### src/verilog/mnrx_pkg.sv
// mnrx_pkg: opcodes, field layouts and widths for the move/idle/interrupt-return executor
// assumes a 14-bit instruction word with the usual mid-range encoding
package mnrx_pkg;
  localparam int unsigned INSN_W = 14;
  localparam int unsigned DATA_W = 8;
  localparam int unsigned FADDR_W = 7;
  localparam int unsigned PC_W = 13;
  localparam int unsigned GIE_BIT = 7;
  localparam logic [13:0] OP_IDLE = 14'h0000;
  localparam logic [13:0] OP_IRET = 14'h0009;
  // copy file: 00 1000 d fffffff
  localparam logic [5:0] OP_COPY_HI = 6'h08;
  // store acc: 00 0000 1 fffffff
  localparam logic [6:0] OP_STORE_HI = 7'h01;
  // load literal: 11 00xx kkkkkkkk
  localparam logic [3:0] OP_LIT_HI = 4'hC;
  localparam int unsigned DEST_BIT = 7;
  localparam logic [7:0] ACC_RESET = 8'h00;
  localparam logic [12:0] PC_RESET = 13'h0000;
  localparam logic [7:0] INTCTL_RESET = 8'h00;
  localparam int unsigned IRET_CYCLES = 2;
  typedef enum logic [1:0] {
    MNRX_EXEC = 2'b00,
    MNRX_FLUSH = 2'b01
  } mnrx_state_t;
endpackage

### src/verilog/mnrx_wb_if.sv
// mnrx_wb_if: file-register write-back request from the executor to its register file
// assumes one clock, single write port
`timescale 1ns/1ns
`default_nettype none
interface mnrx_wb_if;
  logic we;
  logic [6:0] addr;
  logic [7:0] wdata;
  logic [6:0] raddr;
  logic [7:0] rdata;
  modport exec (output we, output addr, output wdata, output raddr, input rdata);
  modport mem (input we, input addr, input wdata, input raddr, output rdata);
endinterface
`default_nettype wire
### src/verilog/mnrx_exec.sv
// mnrx_exec: executes copy-file, store-acc, load-literal, idle and interrupt-return
// assumes the fetch stage holds i_insn steady and presents the operand address a cycle ahead on i_pre_addr
//
// Contract
// - copy_file_to_dest reads the file register addressed by the 7-bit operand (0..127).
// - copy_file_to_dest writes to the accumulator when the destination bit is 0, back to the file when 1.
// - copy_file_to_dest sets the zero flag when the copied value is zero and clears it otherwise.
// - store_acc_to_file writes the accumulator into the addressed file register and touches no flag.
// - load_literal_acc puts the 8-bit immediate into the accumulator and touches no flag.
// - interrupt_return pops the stack and loads stack_top_entry into the program counter.
// - interrupt_return sets global_interrupt_allow, bit 7 of the interrupt control register.
// - interrupt_return takes two instruction cycles and leaves the flags alone.
`timescale 1ns/1ns
`default_nettype none
module mnrx_exec (
  // clock and reset
  input wire logic i_clk,
  input wire logic i_reset,
  // instruction from fetch
  input wire logic i_valid,
  input wire logic [13:0] i_insn,
  input wire logic [6:0] i_pre_addr,
  // stack
  input wire logic [12:0] i_stack_top,
  output logic o_stack_pop,
  // architectural state
  output logic [7:0] o_acc,
  output logic o_zero,
  output logic [7:0] o_intctl,
  output logic [12:0] o_pc,
  output logic o_busy
);
  mnrx_wb_if wb ();

  mnrx_file_mem #(.DEPTH(128)) u_mem (
    .i_clk(i_clk),
    .port(wb.mem)
  );

  // opcode decode
  wire logic is_idle = i_insn == mnrx_pkg::OP_IDLE;
  wire logic is_iret = i_insn == mnrx_pkg::OP_IRET;
  wire logic is_copy = i_insn[13:8] == mnrx_pkg::OP_COPY_HI;
  wire logic is_store = i_insn[13:7] == mnrx_pkg::OP_STORE_HI;
  wire logic is_lit = i_insn[13:10] == mnrx_pkg::OP_LIT_HI;
  wire logic dest_file = i_insn[mnrx_pkg::DEST_BIT];
  wire logic [6:0] f_addr = i_insn[6:0];
  wire logic [7:0] literal = i_insn[7:0];

  mnrx_pkg::mnrx_state_t state_q, state_d;
  logic [7:0] acc_q, acc_d;
  logic zero_q, zero_d;
  logic [7:0] intctl_q, intctl_d;
  logic [12:0] pc_q, pc_d;
  logic pop_q, pop_d;
  logic busy_q, busy_d;

  // one-cycle instructions issue only in EXEC; the flush cycle absorbs the pc redirect
  wire logic issue = i_valid && state_q == mnrx_pkg::MNRX_EXEC;
  wire logic [7:0] src = wb.rdata;

  // file port: read address runs ahead so data land in the execute cycle
  assign wb.raddr = i_pre_addr;
  assign wb.we = issue && ((is_copy && dest_file) || is_store);
  assign wb.addr = f_addr;
  assign wb.wdata = is_store ? acc_q : src;

  // next-state for architectural registers
  always_comb
  begin
    state_d = state_q;
    acc_d = acc_q;
    zero_d = zero_q;
    intctl_d = intctl_q;
    pc_d = pc_q;
    pop_d = 1'b0;
    busy_d = 1'b0;
    case (state_q)
      mnrx_pkg::MNRX_EXEC:
      begin
        if (issue)
        begin
          pc_d = pc_q + 13'h0001;
          if (is_copy)
          begin
            if (!dest_file)
              acc_d = src;
            zero_d = src == 8'h00;
          end
          else if (is_lit)
            acc_d = literal;
          else if (is_iret)
          begin
            pc_d = i_stack_top;
            pop_d = 1'b1;
            intctl_d[mnrx_pkg::GIE_BIT] = 1'b1;
            state_d = mnrx_pkg::MNRX_FLUSH;
            busy_d = 1'b1;
          end
        end
      end
      mnrx_pkg::MNRX_FLUSH:
        state_d = mnrx_pkg::MNRX_EXEC;
      default:
        state_d = mnrx_pkg::MNRX_EXEC;
    endcase
  end

  // control registers: state, flush marker and stack pop pulse
  always_ff @(posedge i_clk or posedge i_reset)
  begin
    if (i_reset)
    begin
      state_q <= mnrx_pkg::MNRX_EXEC;
      busy_q <= 1'b0;
      pop_q <= 1'b0;
    end
    else
    begin
      state_q <= state_d;
      busy_q <= busy_d;
      pop_q <= pop_d;
    end
  end

  // working register and zero flag
  always_ff @(posedge i_clk or posedge i_reset)
  begin
    if (i_reset)
    begin
      acc_q <= mnrx_pkg::ACC_RESET;
      zero_q <= 1'b0;
    end
    else
    begin
      acc_q <= acc_d;
      zero_q <= zero_d;
    end
  end

  // program counter and interrupt control
  always_ff @(posedge i_clk or posedge i_reset)
  begin
    if (i_reset)
    begin
      intctl_q <= mnrx_pkg::INTCTL_RESET;
      pc_q <= mnrx_pkg::PC_RESET;
    end
    else
    begin
      intctl_q <= intctl_d;
      pc_q <= pc_d;
    end
  end

  // outputs straight from registers; busy has its own flop so no state decode sits on the pin
  assign o_acc = acc_q;
  assign o_zero = zero_q;
  assign o_intctl = intctl_q;
  assign o_pc = pc_q;
  assign o_stack_pop = pop_q;
  assign o_busy = busy_q;

  // one-cycle moves: accumulator, flag and file port
  copy_dest_acc_a: assert property (@(posedge i_clk) disable iff (i_reset)
    issue && is_copy && !dest_file |=> o_acc == $past(src))
    else $error("copy to acc wrong");
  copy_zero_a: assert property (@(posedge i_clk) disable iff (i_reset)
    issue && is_copy |=> o_zero == ($past(src) == 8'h00))
    else $error("zero flag wrong");
  copy_file_wb_a: assert property (@(posedge i_clk) disable iff (i_reset)
    issue && is_copy && dest_file |-> wb.we && wb.addr == f_addr && wb.wdata == src)
    else $error("copy write-back wrong");
  store_noflag_a: assert property (@(posedge i_clk) disable iff (i_reset)
    issue && is_store |=> $stable(o_zero) && $stable(o_acc))
    else $error("store changed state");
  store_write_a: assert property (@(posedge i_clk) disable iff (i_reset)
    issue && is_store |-> wb.we && wb.addr == f_addr && wb.wdata == o_acc)
    else $error("store write wrong");
  lit_load_a: assert property (@(posedge i_clk) disable iff (i_reset)
    issue && is_lit |=> o_acc == $past(literal) && $stable(o_zero))
    else $error("literal load wrong");
  lit_no_write_a: assert property (@(posedge i_clk) disable iff (i_reset)
    issue && is_lit |-> !wb.we)
    else $error("literal wrote the file");

  // interrupt return: redirect, pop, allow bit and the dead cycle behind it
  iret_pc_a: assert property (@(posedge i_clk) disable iff (i_reset)
    issue && is_iret |=> o_pc == $past(i_stack_top) && o_stack_pop)
    else $error("return pc wrong");
  pop_pulse_a: assert property (@(posedge i_clk) disable iff (i_reset)
    o_stack_pop |=> !o_stack_pop)
    else $error("stack pop held");
  iret_gie_a: assert property (@(posedge i_clk) disable iff (i_reset)
    issue && is_iret |=> o_intctl[mnrx_pkg::GIE_BIT])
    else $error("interrupt allow not set");
  iret_two_cycle_a: assert property (@(posedge i_clk) disable iff (i_reset)
    issue && is_iret |=> o_busy ##1 !o_busy)
    else $error("return not two cycles");
  iret_noflag_a: assert property (@(posedge i_clk) disable iff (i_reset)
    issue && is_iret |=> $stable(o_zero) && $stable(o_acc))
    else $error("return changed flags");
  flush_quiet_a: assert property (@(posedge i_clk) disable iff (i_reset)
    o_busy |-> !wb.we ##1 ($stable(o_acc) && $stable(o_zero) && $stable(o_pc)))
    else $error("flush cycle changed state");

  // idle and the common one-cycle timing
  idle_only_pc_a: assert property (@(posedge i_clk) disable iff (i_reset)
    issue && is_idle |=> o_pc == $past(o_pc) + 13'h0001 && $stable(o_acc) && $stable(o_zero))
    else $error("idle changed state");
  idle_no_write_a: assert property (@(posedge i_clk) disable iff (i_reset)
    issue && is_idle |-> !wb.we ##1 $stable(o_intctl))
    else $error("idle touched the file");
  single_cycle_a: assert property (@(posedge i_clk) disable iff (i_reset)
    issue && !is_iret |=> !o_busy)
    else $error("single-cycle op stalled");
  pc_step_a: assert property (@(posedge i_clk) disable iff (i_reset)
    issue && !is_iret |=> o_pc == $past(o_pc) + 13'h0001)
    else $error("pc step wrong");

  // scenarios worth seeing: zero copy, write-back copy, store, literal, return then next issue
  copy_cov_c: cover property (@(posedge i_clk) issue && is_copy && src == 8'h00);
  copy_back_cov_c: cover property (@(posedge i_clk) issue && is_copy && dest_file);
  store_cov_c: cover property (@(posedge i_clk) issue && is_store);
  lit_cov_c: cover property (@(posedge i_clk) issue && is_lit);
  iret_cov_c: cover property (@(posedge i_clk) issue && is_iret ##2 issue);
endmodule
`default_nettype wire

### src/verilog/mnrx_file_mem.sv
// mnrx_file_mem: 128 x 8 file register store, registered read data
// assumes the read address is presented one cycle before the data are used
`timescale 1ns/1ns
`default_nettype none
module mnrx_file_mem #(
  parameter int unsigned DEPTH = 128
) (
  // clock
  input wire logic i_clk,
  // access port
  mnrx_wb_if.mem port
);
  logic [7:0] mem_q [DEPTH];
  logic [7:0] rdata_q;

  // write-first: a write and a read of one address at one edge hand the new byte on,
  // so a copy issued straight after a store to that register sees the stored value
  wire logic fwd = port.we && port.addr == port.raddr;

  // no reset on the array; contents are software-defined
  always_ff @(posedge i_clk)
  begin
    if (port.we)
      mem_q[port.addr] <= port.wdata;
    rdata_q <= fwd ? port.wdata : mem_q[port.raddr];
  end

  assign port.rdata = rdata_q;
endmodule
`default_nettype wire

### config.mk
export PLATFORM = sky130hd
export DESIGN_NAME = mnrx_exec
export DESIGN_NICKNAME = d
export VERILOG_FILES = /design/src/verilog/mnrx_pkg.sv /design/src/verilog/mnrx_wb_if.sv /design/src/verilog/mnrx_exec.sv /design/src/verilog/mnrx_file_mem.sv
export SDC_FILE = /design/constraint.sdc
export NUM_CORES = 1
export LEC_CHECK = 0
export BUFFER_PORTS_ARGS = -buffer_cell sky130_fd_sc_hd__buf_2
export CAP_MARGIN = 40
export CORE_ASPECT_RATIO = 1.2
export CORE_MARGIN = 2
export CORE_UTILIZATION = 62
export CTS_CLUSTER_DIAMETER = 80
export DETAILED_ROUTE_END_ITERATION = 7
export HOLD_SLACK_MARGIN = 0.02
export PLACE_DENSITY = 0.77
export RECOVER_POWER = 100
export SLEW_MARGIN = 20
export SYNTH_ARGS = -nofsm -noshare
export SYNTH_HDL_FRONTEND = slang
export SYNTH_SLANG_ARGS = --single-unit
### constraint.sdc
create_clock -name i_clk -period 4.78 [get_ports i_clk]
set_input_delay 0.239 -clock i_clk [delete_from_list [all_inputs] [get_ports i_clk]]
set_output_delay 0.239 -clock i_clk [all_outputs]
set_load 0.05 [all_outputs]
==> run_results.csv, run 1 <==
group,metric,value,unit
run_status,run_status,"finished with violations",
run_status,violations,"capacitance limit, slew limit",
sta,tightestPinTransition,1.84,ns
floorplanning,initial_core_utilization,62.6,%
pwr,ir_worst_vdd,0.000326,V
synth,synth_enable_flop_cells,1024,
setup_path,critPathMaxFanout,64,
setup_path,timing.reg2reg.worst_path_depth,10,
detailed_routing,finalWirelength,107000,µm
synth,portion_of_the_post_synthesis_area_used_by_sequential_elements,75.1,%
clocking,cts_root_buffer,"sky130_fd_sc_hd__clkbuf_16",
detailed_routing,routed-via-count,23800,
detailed_routing,drtIter0Drc,2924,
sta,report.final.hold_viol_count,0,
global_routing,groute.usage.overall,31.0,%
job,maxCapViolCount,2,
clocking,post_cts_resized,0,
min_path,whs_path_depth,4,
place,final_wtd_congestion,1.01,
detailed_routing,post-route-drc-count,0,
sta,final.min_clock_period,4.55,ns
clocking,worst_setup_hold_path_clk_slew,0.07,ns
pwr,power_per_unit_of_standard_cell_area,433,nW/µm²
place,dpl.cell_count,3296,
global_routing,pin_count_of_the_biggest_net_entering_global_routing,129,
floorplanning,design.die.area,69800,µm²
global_routing,busiest_layer,"met2",
global_routing,globalRouteMet3Util,6.62,%
cells_and_area,stdcell_count,3512,
synth,synth_cell_types,71,
sta,final_critical_path_setup_slack,0.227,ns
place,buffer_ports.inserted,61,
clocking,clock_latency,0.67,ns
sta,fmaxAchievable,0.220,GHz
cells_and_area,antenna_cells,0,
min_path,min-delay-start,"i_stack_top[6]",
setup_path,worst_r2r_endpoint,"u_mem.mem_q[102][2]",
place,preCtsSetupSlack,0.191,ns
setup_path,crit_path_start_kind,"flop",
min_path,worstHoldPathType,"primary input to flop",
pwr,total_power,0.0205,W
setup_path,setup.worst_path.end_class,"flop",
clocking,tritoncts.num_buffers,97,
cells_and_area,drive_gt1_share,15.5,%
synth,synthesized_cell_area,42000,µm²
synth,asyncSetResetFlopFracSynth,2.37,%
synth,synth_top_flop_cell,"sky130_fd_sc_hd__edfxtp_1",
global_routing,grt_antenna_before_repair,1,
synth,synthTopCellsByArea,"sky130_fd_sc_hd__edfxtp_1 73%, sky130_fd_sc_hd__mux4_2 7.3%, sky130_fd_sc_hd__mux2i_1 5.9%, sky130_fd_sc_hd__nor2_1 1.8%, sky130_fd_sc_hd__o221ai_1 1.7%",
global_routing,gr-usage-met1,41.4,%
detailed_routing,wl_per_cell,30.4,µm
setup_path,worst-endpoint-required,5.22,ns
floorplanning,die_x,241,µm
min_path,whs_endpoint,"o_pc[6]",
sta,worst_slew_margin_rel,-22.5,%
global_routing,grt_pass1_wl,154000,µm
synth,synth_seq_cells,1056,
sta,fin_tns_setup,0,ns
synth,postSynthAreaPerCell,18.3,µm²
pwr,p_leak,15.4,nW
detailed_routing,dr.pass1.iters,6,
clocking,clk_path_buf_depth,3,
cells_and_area,syn_to_final_growth,12.6,%
sta,grt_setup_unrepaired,"false",
sta,worst_hold_slack,0.0861,ns
global_routing,globalRoute.totalOverflow,0,
sta,setup_viol,0,
clocking,cts_max_level,3,
synth,netlist_instances,2295,
sta,skew,0.0212,ns
detailed_routing,ant_nets,0,
floorplanning,io-pin-count,69,
floorplanning,core-area,67000,µm²
floorplanning,die_h,289,µm
setup_path,critPathKind,"flop to flop",
synth,yosysWarningCount,0,
synth,yosysTopAreaCellShare,73.3,%
floorplanning,floorplan.rows,104,
synth,synthDominantAreaCellType,"sky130_fd_sc_hd__edfxtp_1",
clocking,num_clock_sinks,1056,
clocking,tritoncts_clock_tree,"yes",
setup_path,reg2reg_setup_slack,0.23,ns
sta,drv_slew,34,
detailed_routing,routed_via_density,6.78,
place,place_hpwl,69300,µm
setup_path,critical_path_arrival,5.00,ns
cells_and_area,nets,2565,
global_routing,grtUsageMet2,48.6,%
sta,timing.final.crit_share,95.2,%
global_routing,via_count_of_the_first_global_routing_pass,23000,
cell usage after synthesis (all sizes together), types with 10 or more instances:
| master | instances |
|---|---|
| mux4 | 137 |
| edfxtp | 1024 |
| a21oi | 55 |
| o221ai | 83 |
| nor3 | 76 |
| mux2 | 10 |
| nand3 | 25 |
| nor2 | 199 |
| o22ai | 46 |
| o21ai | 31 |
| clkbuf | 51 |
| buf | 86 |
| nor4 | 34 |
| nand2 | 63 |
| dfrtp | 25 |
| mux2i | 246 |
power by group:
part	internal (W)	total, W	switching, W	leakage (nW)
registers	0.0106	0.0107	0.0000944	9.54
clock network	0.00474	0.00804	0.00330	1.61
logic	0.000437	0.00170	0.00126	4.22
layout make-up:
class | count | area (µm²)
flip-flops and latches | 1056 | 31500
fillers | 4037 | 19700
multi-input cells | 1103 | 9600
clock buffers | 126 | 2700
repair buffers | 264 | 1660
well taps | 901 | 1130
clock inverters | 57 | 632
inverters | 5 | 18.8
critical path, cell delays in order, from the launching register on:
cell and delay [ns]:
sky130_fd_sc_hd__dfxtp_1 0.67, sky130_fd_sc_hd__nand2b_4 0.44, sky130_fd_sc_hd__clkbuf_1 0.36, sky130_fd_sc_hd__o221ai_1 0.30
sky130_fd_sc_hd__nor3_1 0.15, sky130_fd_sc_hd__nor4_1 0.79, sky130_fd_sc_hd__nand4_1 0.20, sky130_fd_sc_hd__nor4_1 0.50
sky130_fd_sc_hd__clkbuf_2 0.25, sky130_fd_sc_hd__mux2_4 0.29, sky130_fd_sc_hd__buf_12 0.27
per-layer routing:
metal	up-vias	share of wire [%]	routed length [µm]
li1	9813	-	-
met1	12100	36	38400
met2	1601	48	51100
met3	296	10	11100
met4	4	5.7	6140
met5	-	0.030	32
cell families (layout without fill, tap and decap cells):
| group | count (synthesis) | count (layout) | synth area share [%] |
|---|---|---|---|
| other cells | 1 | 7 | 0.00894 |
| mux | 393 | 393 | 13.5 |
| simple gates | 448 | 448 | 5.01 |
| fa+ha+maj | 1 | 1 | 0.0298 |
| compound gates | 254 | 254 | 4.28 |
| buf+inv | 142 | 452 | 2.08 |
| flops | 1056 | 1056 | 75.1 |
repair_timing:
item,4_1_cts,5_1_grt
buffers inserted,0,0
endpoints found under the hold margin,52,0
hold buffers,28,0
layout by cell type, fill, tap and decap left out, drive strengths merged, types with 28 or more instances in the layout:
cell type	count
a21oi	55
buf	94
clkbuf	268
clkinv	37
dlygate4sd3	28
edfxtp	1024
mux2i	246
mux4	137
nand2	63
nor2	199
nor3	76
nor4	34
o21ai	31
o221ai	83
o22ai	46
registers in the layout (all words and copies together) (netlist names), named ones only:
signal,flops
o_pc,13
state_q,1
u_mem.mem_q,1024
o_busy,1
o_intctl,1
o_acc,8
o_zero,1
worst max-delay path by stage:
stage                     startpoint                  end  slack (ns)
after floorplan                 flop    u_mem.mem_q[0][3]        1.28
after global placement          flop   u_mem.mem_q[98][2]        0.38
after detailed placement        flop   u_mem.mem_q[96][2]        0.19
after CTS                       flop  u_mem.mem_q[103][2]        0.17
after global routing            flop  u_mem.mem_q[115][7]        0.08
final                           flop  u_mem.mem_q[102][2]        0.23
through the flow:
stage,area (µm²),utilization (%)
finish,47300,70.5
global route,47300,70.5
CTS,47800,71.3
detailed placement,44100,65.9
global placement,44000,65.7
floorplan,42000,-
No activity file was read; power rests on OpenSTA's default activity.
==> inputs of run 2 (changes only) <==
==> constraint.sdc (replaced) <==
create_clock -name i_clk -period 5.1 [get_ports i_clk]
set_input_delay 0.255 -clock i_clk [delete_from_list [all_inputs] [get_ports i_clk]]
set_output_delay 0.255 -clock i_clk [all_outputs]
set_load 0.05 [all_outputs]
==> run 2 against run 1 <==
Against the previous run: final cell count is 1.9% lower; critical path depth is 1 lower; critical endpoint is now u_mem.mem_q[18][3]; setup slack better by 0.040 ns; flip-flop and latch count stayed put; via count is 1.0% lower; combinational power is 4% lower; the flow still finishes with violations (capacitance limit, slew limit); clock power is 9.8% lower; sequential share of layout area is 0.61 points higher; utilization is 0.64 points lower; maximum frequency is 5.8% lower; first-iteration DRC count is 17% higher.
==> run_results.csv, run 2 (synthesized netlist as in run 1, its figures left out) <==
group,metric,value,unit
setup_path,worst-endpoint-required,5.46,ns
global_routing,via_count_of_the_first_global_routing_pass,22900,
place,buffer_ports.inserted,61,
detailed_routing,routed_via_density,6.83,
floorplanning,core-area,67000,µm²
cells_and_area,syn_to_final_growth,11.6,%
cells_and_area,layout.cells.most_common_list,"1024 x sky130_fd_sc_hd__edfxtp_1, 246 x sky130_fd_sc_hd__mux2i_1, 199 x sky130_fd_sc_hd__nor2_1, 136 x sky130_fd_sc_hd__mux4_2, 101 x sky130_fd_sc_hd__clkbuf_16",
setup_path,timing.reg2reg.worst_path_depth,9,
sta,skew,0.0278,ns
detailed_routing,finalWirelength,106000,µm
floorplanning,io-pin-count,69,
min_path,whs_endpoint,"o_acc[5]",
detailed_routing,drtIter0Drc,3428,
min_path,min-delay-start,"i_insn[5]",
global_routing,grt_antenna_before_repair,0,
place,final_wtd_congestion,1.03,
setup_path,worst_r2r_endpoint,"u_mem.mem_q[18][3]",
floorplanning,die_x,241,µm
place,place_hpwl,66500,µm
setup_path,critPathKind,"flop to flop",
run_status,run_status,"finished with violations",
place,detailed_place.area,43600,µm²
floorplanning,initial_core_utilization,62.6,%
floorplanning,design.die.area,69800,µm²
cells_and_area,nets,2501,
global_routing,grt_pass1_wl,152000,µm
sta,fin_tns_setup,0,ns
sta,worst_hold_slack,0.0496,ns
detailed_routing,wl_per_cell,30.8,µm
sta,fmaxAchievable,0.207,GHz
pwr,p_leak,15.2,nW
setup_path,critical_path_arrival,5.19,ns
job,maxCapViolCount,7,
clocking,cts_max_level,3,
clocking,num_clock_sinks,1056,
clocking,cts_root_buffer,"sky130_fd_sc_hd__clkbuf_16",
cells_and_area,drive_gt1_share,16.0,%
sta,grt_setup_unrepaired,"false",
detailed_routing,dr.pass1.iters,8,
clocking,post-cts-setup-buffer-count,0,
cells_and_area,mostFrequentLayoutCell,"sky130_fd_sc_hd__edfxtp_1",
detailed_routing,post-route-drc-count,0,
clocking,clk_path_buf_depth,3,
clocking,tritoncts.num_buffers,96,
sta,tightestPinTransition,1.96,ns
sta,worst_slew_margin_rel,-30.8,%
run_status,violations,"capacitance limit, slew limit",
cells_and_area,largest_register_ffs,1024,
sta,setup_viol,0,
sta,final.min_clock_period,4.83,ns
floorplanning,die_h,289,µm
clocking,post_cts_resized,0,
min_path,whs_path_depth,3,
pwr,ir_worst_vdd,0.000247,V
detailed_routing,ant_nets,0,
sta,drv_slew,120,
pwr,power_per_unit_of_standard_cell_area,404,nW/µm²
sta,timing.final.crit_share,94.8,%
clocking,tritoncts_clock_tree,"yes",
global_routing,globalRoute.totalOverflow,0,
detailed_routing,routed-via-count,23600,
min_path,worstHoldPathType,"primary input to flop",
setup_path,crit_path_start_kind,"flop",
sta,report.final.hold_viol_count,0,
clocking,clock_latency,0.66,ns
global_routing,pin_count_of_the_biggest_net_entering_global_routing,75,
setup_path,reg2reg_setup_slack,0.27,ns
clocking,worst_setup_hold_path_clk_slew,0.06,ns
clocking,post_cts_hold_buffer_count,22,
cells_and_area,layout.cell_area.non_filler,46800,µm²
setup_path,critPathMaxFanout,64,
setup_path,setup.worst_path.end_class,"flop",
global_routing,groute.usage.overall,30.7,%
cells_and_area,largest_register_by_flop_count,"u_mem.mem_q",
floorplanning,floorplan.rows,104,
run 2: report_power, final:
group / internal, W / switching, W / leakage (nW)
combinational: 0.000413 / 0.00122 / 4.12
clock: 0.00419 / 0.00306 / 1.56
sequential: 0.00996 / 0.0000804 / 9.54
run 2: worst max-delay path by stage:
stage	to	cells past startpoint	start
final	u_mem.mem_q[18][3]	9	flop
after detailed placement	u_mem.mem_q[65][1]	9	flop
after global routing	u_mem.mem_q[18][3]	9	flop
after CTS	u_mem.mem_q[75][1]	9	flop
after floorplan	u_mem.mem_q[0][3]	11	flop
after global placement	u_mem.mem_q[66][1]	9	flop
run 2: per-layer routing:
metal	vias up	share of wire, %	global-route usage (%)
met2	1624	48	49.1
met5	-	0	0
met4	0	5.3	14.7
li1	9683	-	-
met1	12000	36	41.2
met3	297	10	5.92
run 2: critical path, cell delays in order (launching register included):
cell                       delay [ns]
sky130_fd_sc_hd__dfxtp_1         0.64
sky130_fd_sc_hd__nand2_1         0.37
sky130_fd_sc_hd__clkbuf_4        0.50
sky130_fd_sc_hd__o221ai_1        0.38
sky130_fd_sc_hd__nor3_1          0.14
sky130_fd_sc_hd__nor4_1          0.57
sky130_fd_sc_hd__nand4_1         0.16
sky130_fd_sc_hd__nor4_1          0.62
sky130_fd_sc_hd__mux2_4          0.55
sky130_fd_sc_hd__buf_6           0.46
run 2: metrics by stage:
step,utilization [%],setup WS [ns],total power (W),instances
after floorplan,-,1.60,0.0112,2301
final,69.9,0.267,0.0189,3447
after detailed placement,65.1,0.534,0.0118,3222
after global routing,69.9,0.177,0.0194,3446
after global placement,65.0,0.666,0.0118,3217
after CTS,70.2,0.515,0.0190,3424
run 2: layout make-up:
class	count	area, µm²
antenna	1	2.50
clock buffer	122	2620
clock inverter	58	564
fill	4081	20200
inverter	5	18.8
multi-input combinational	1103	9600
sequential	1056	31500
tap	901	1130
timing repair buffer	201	1390
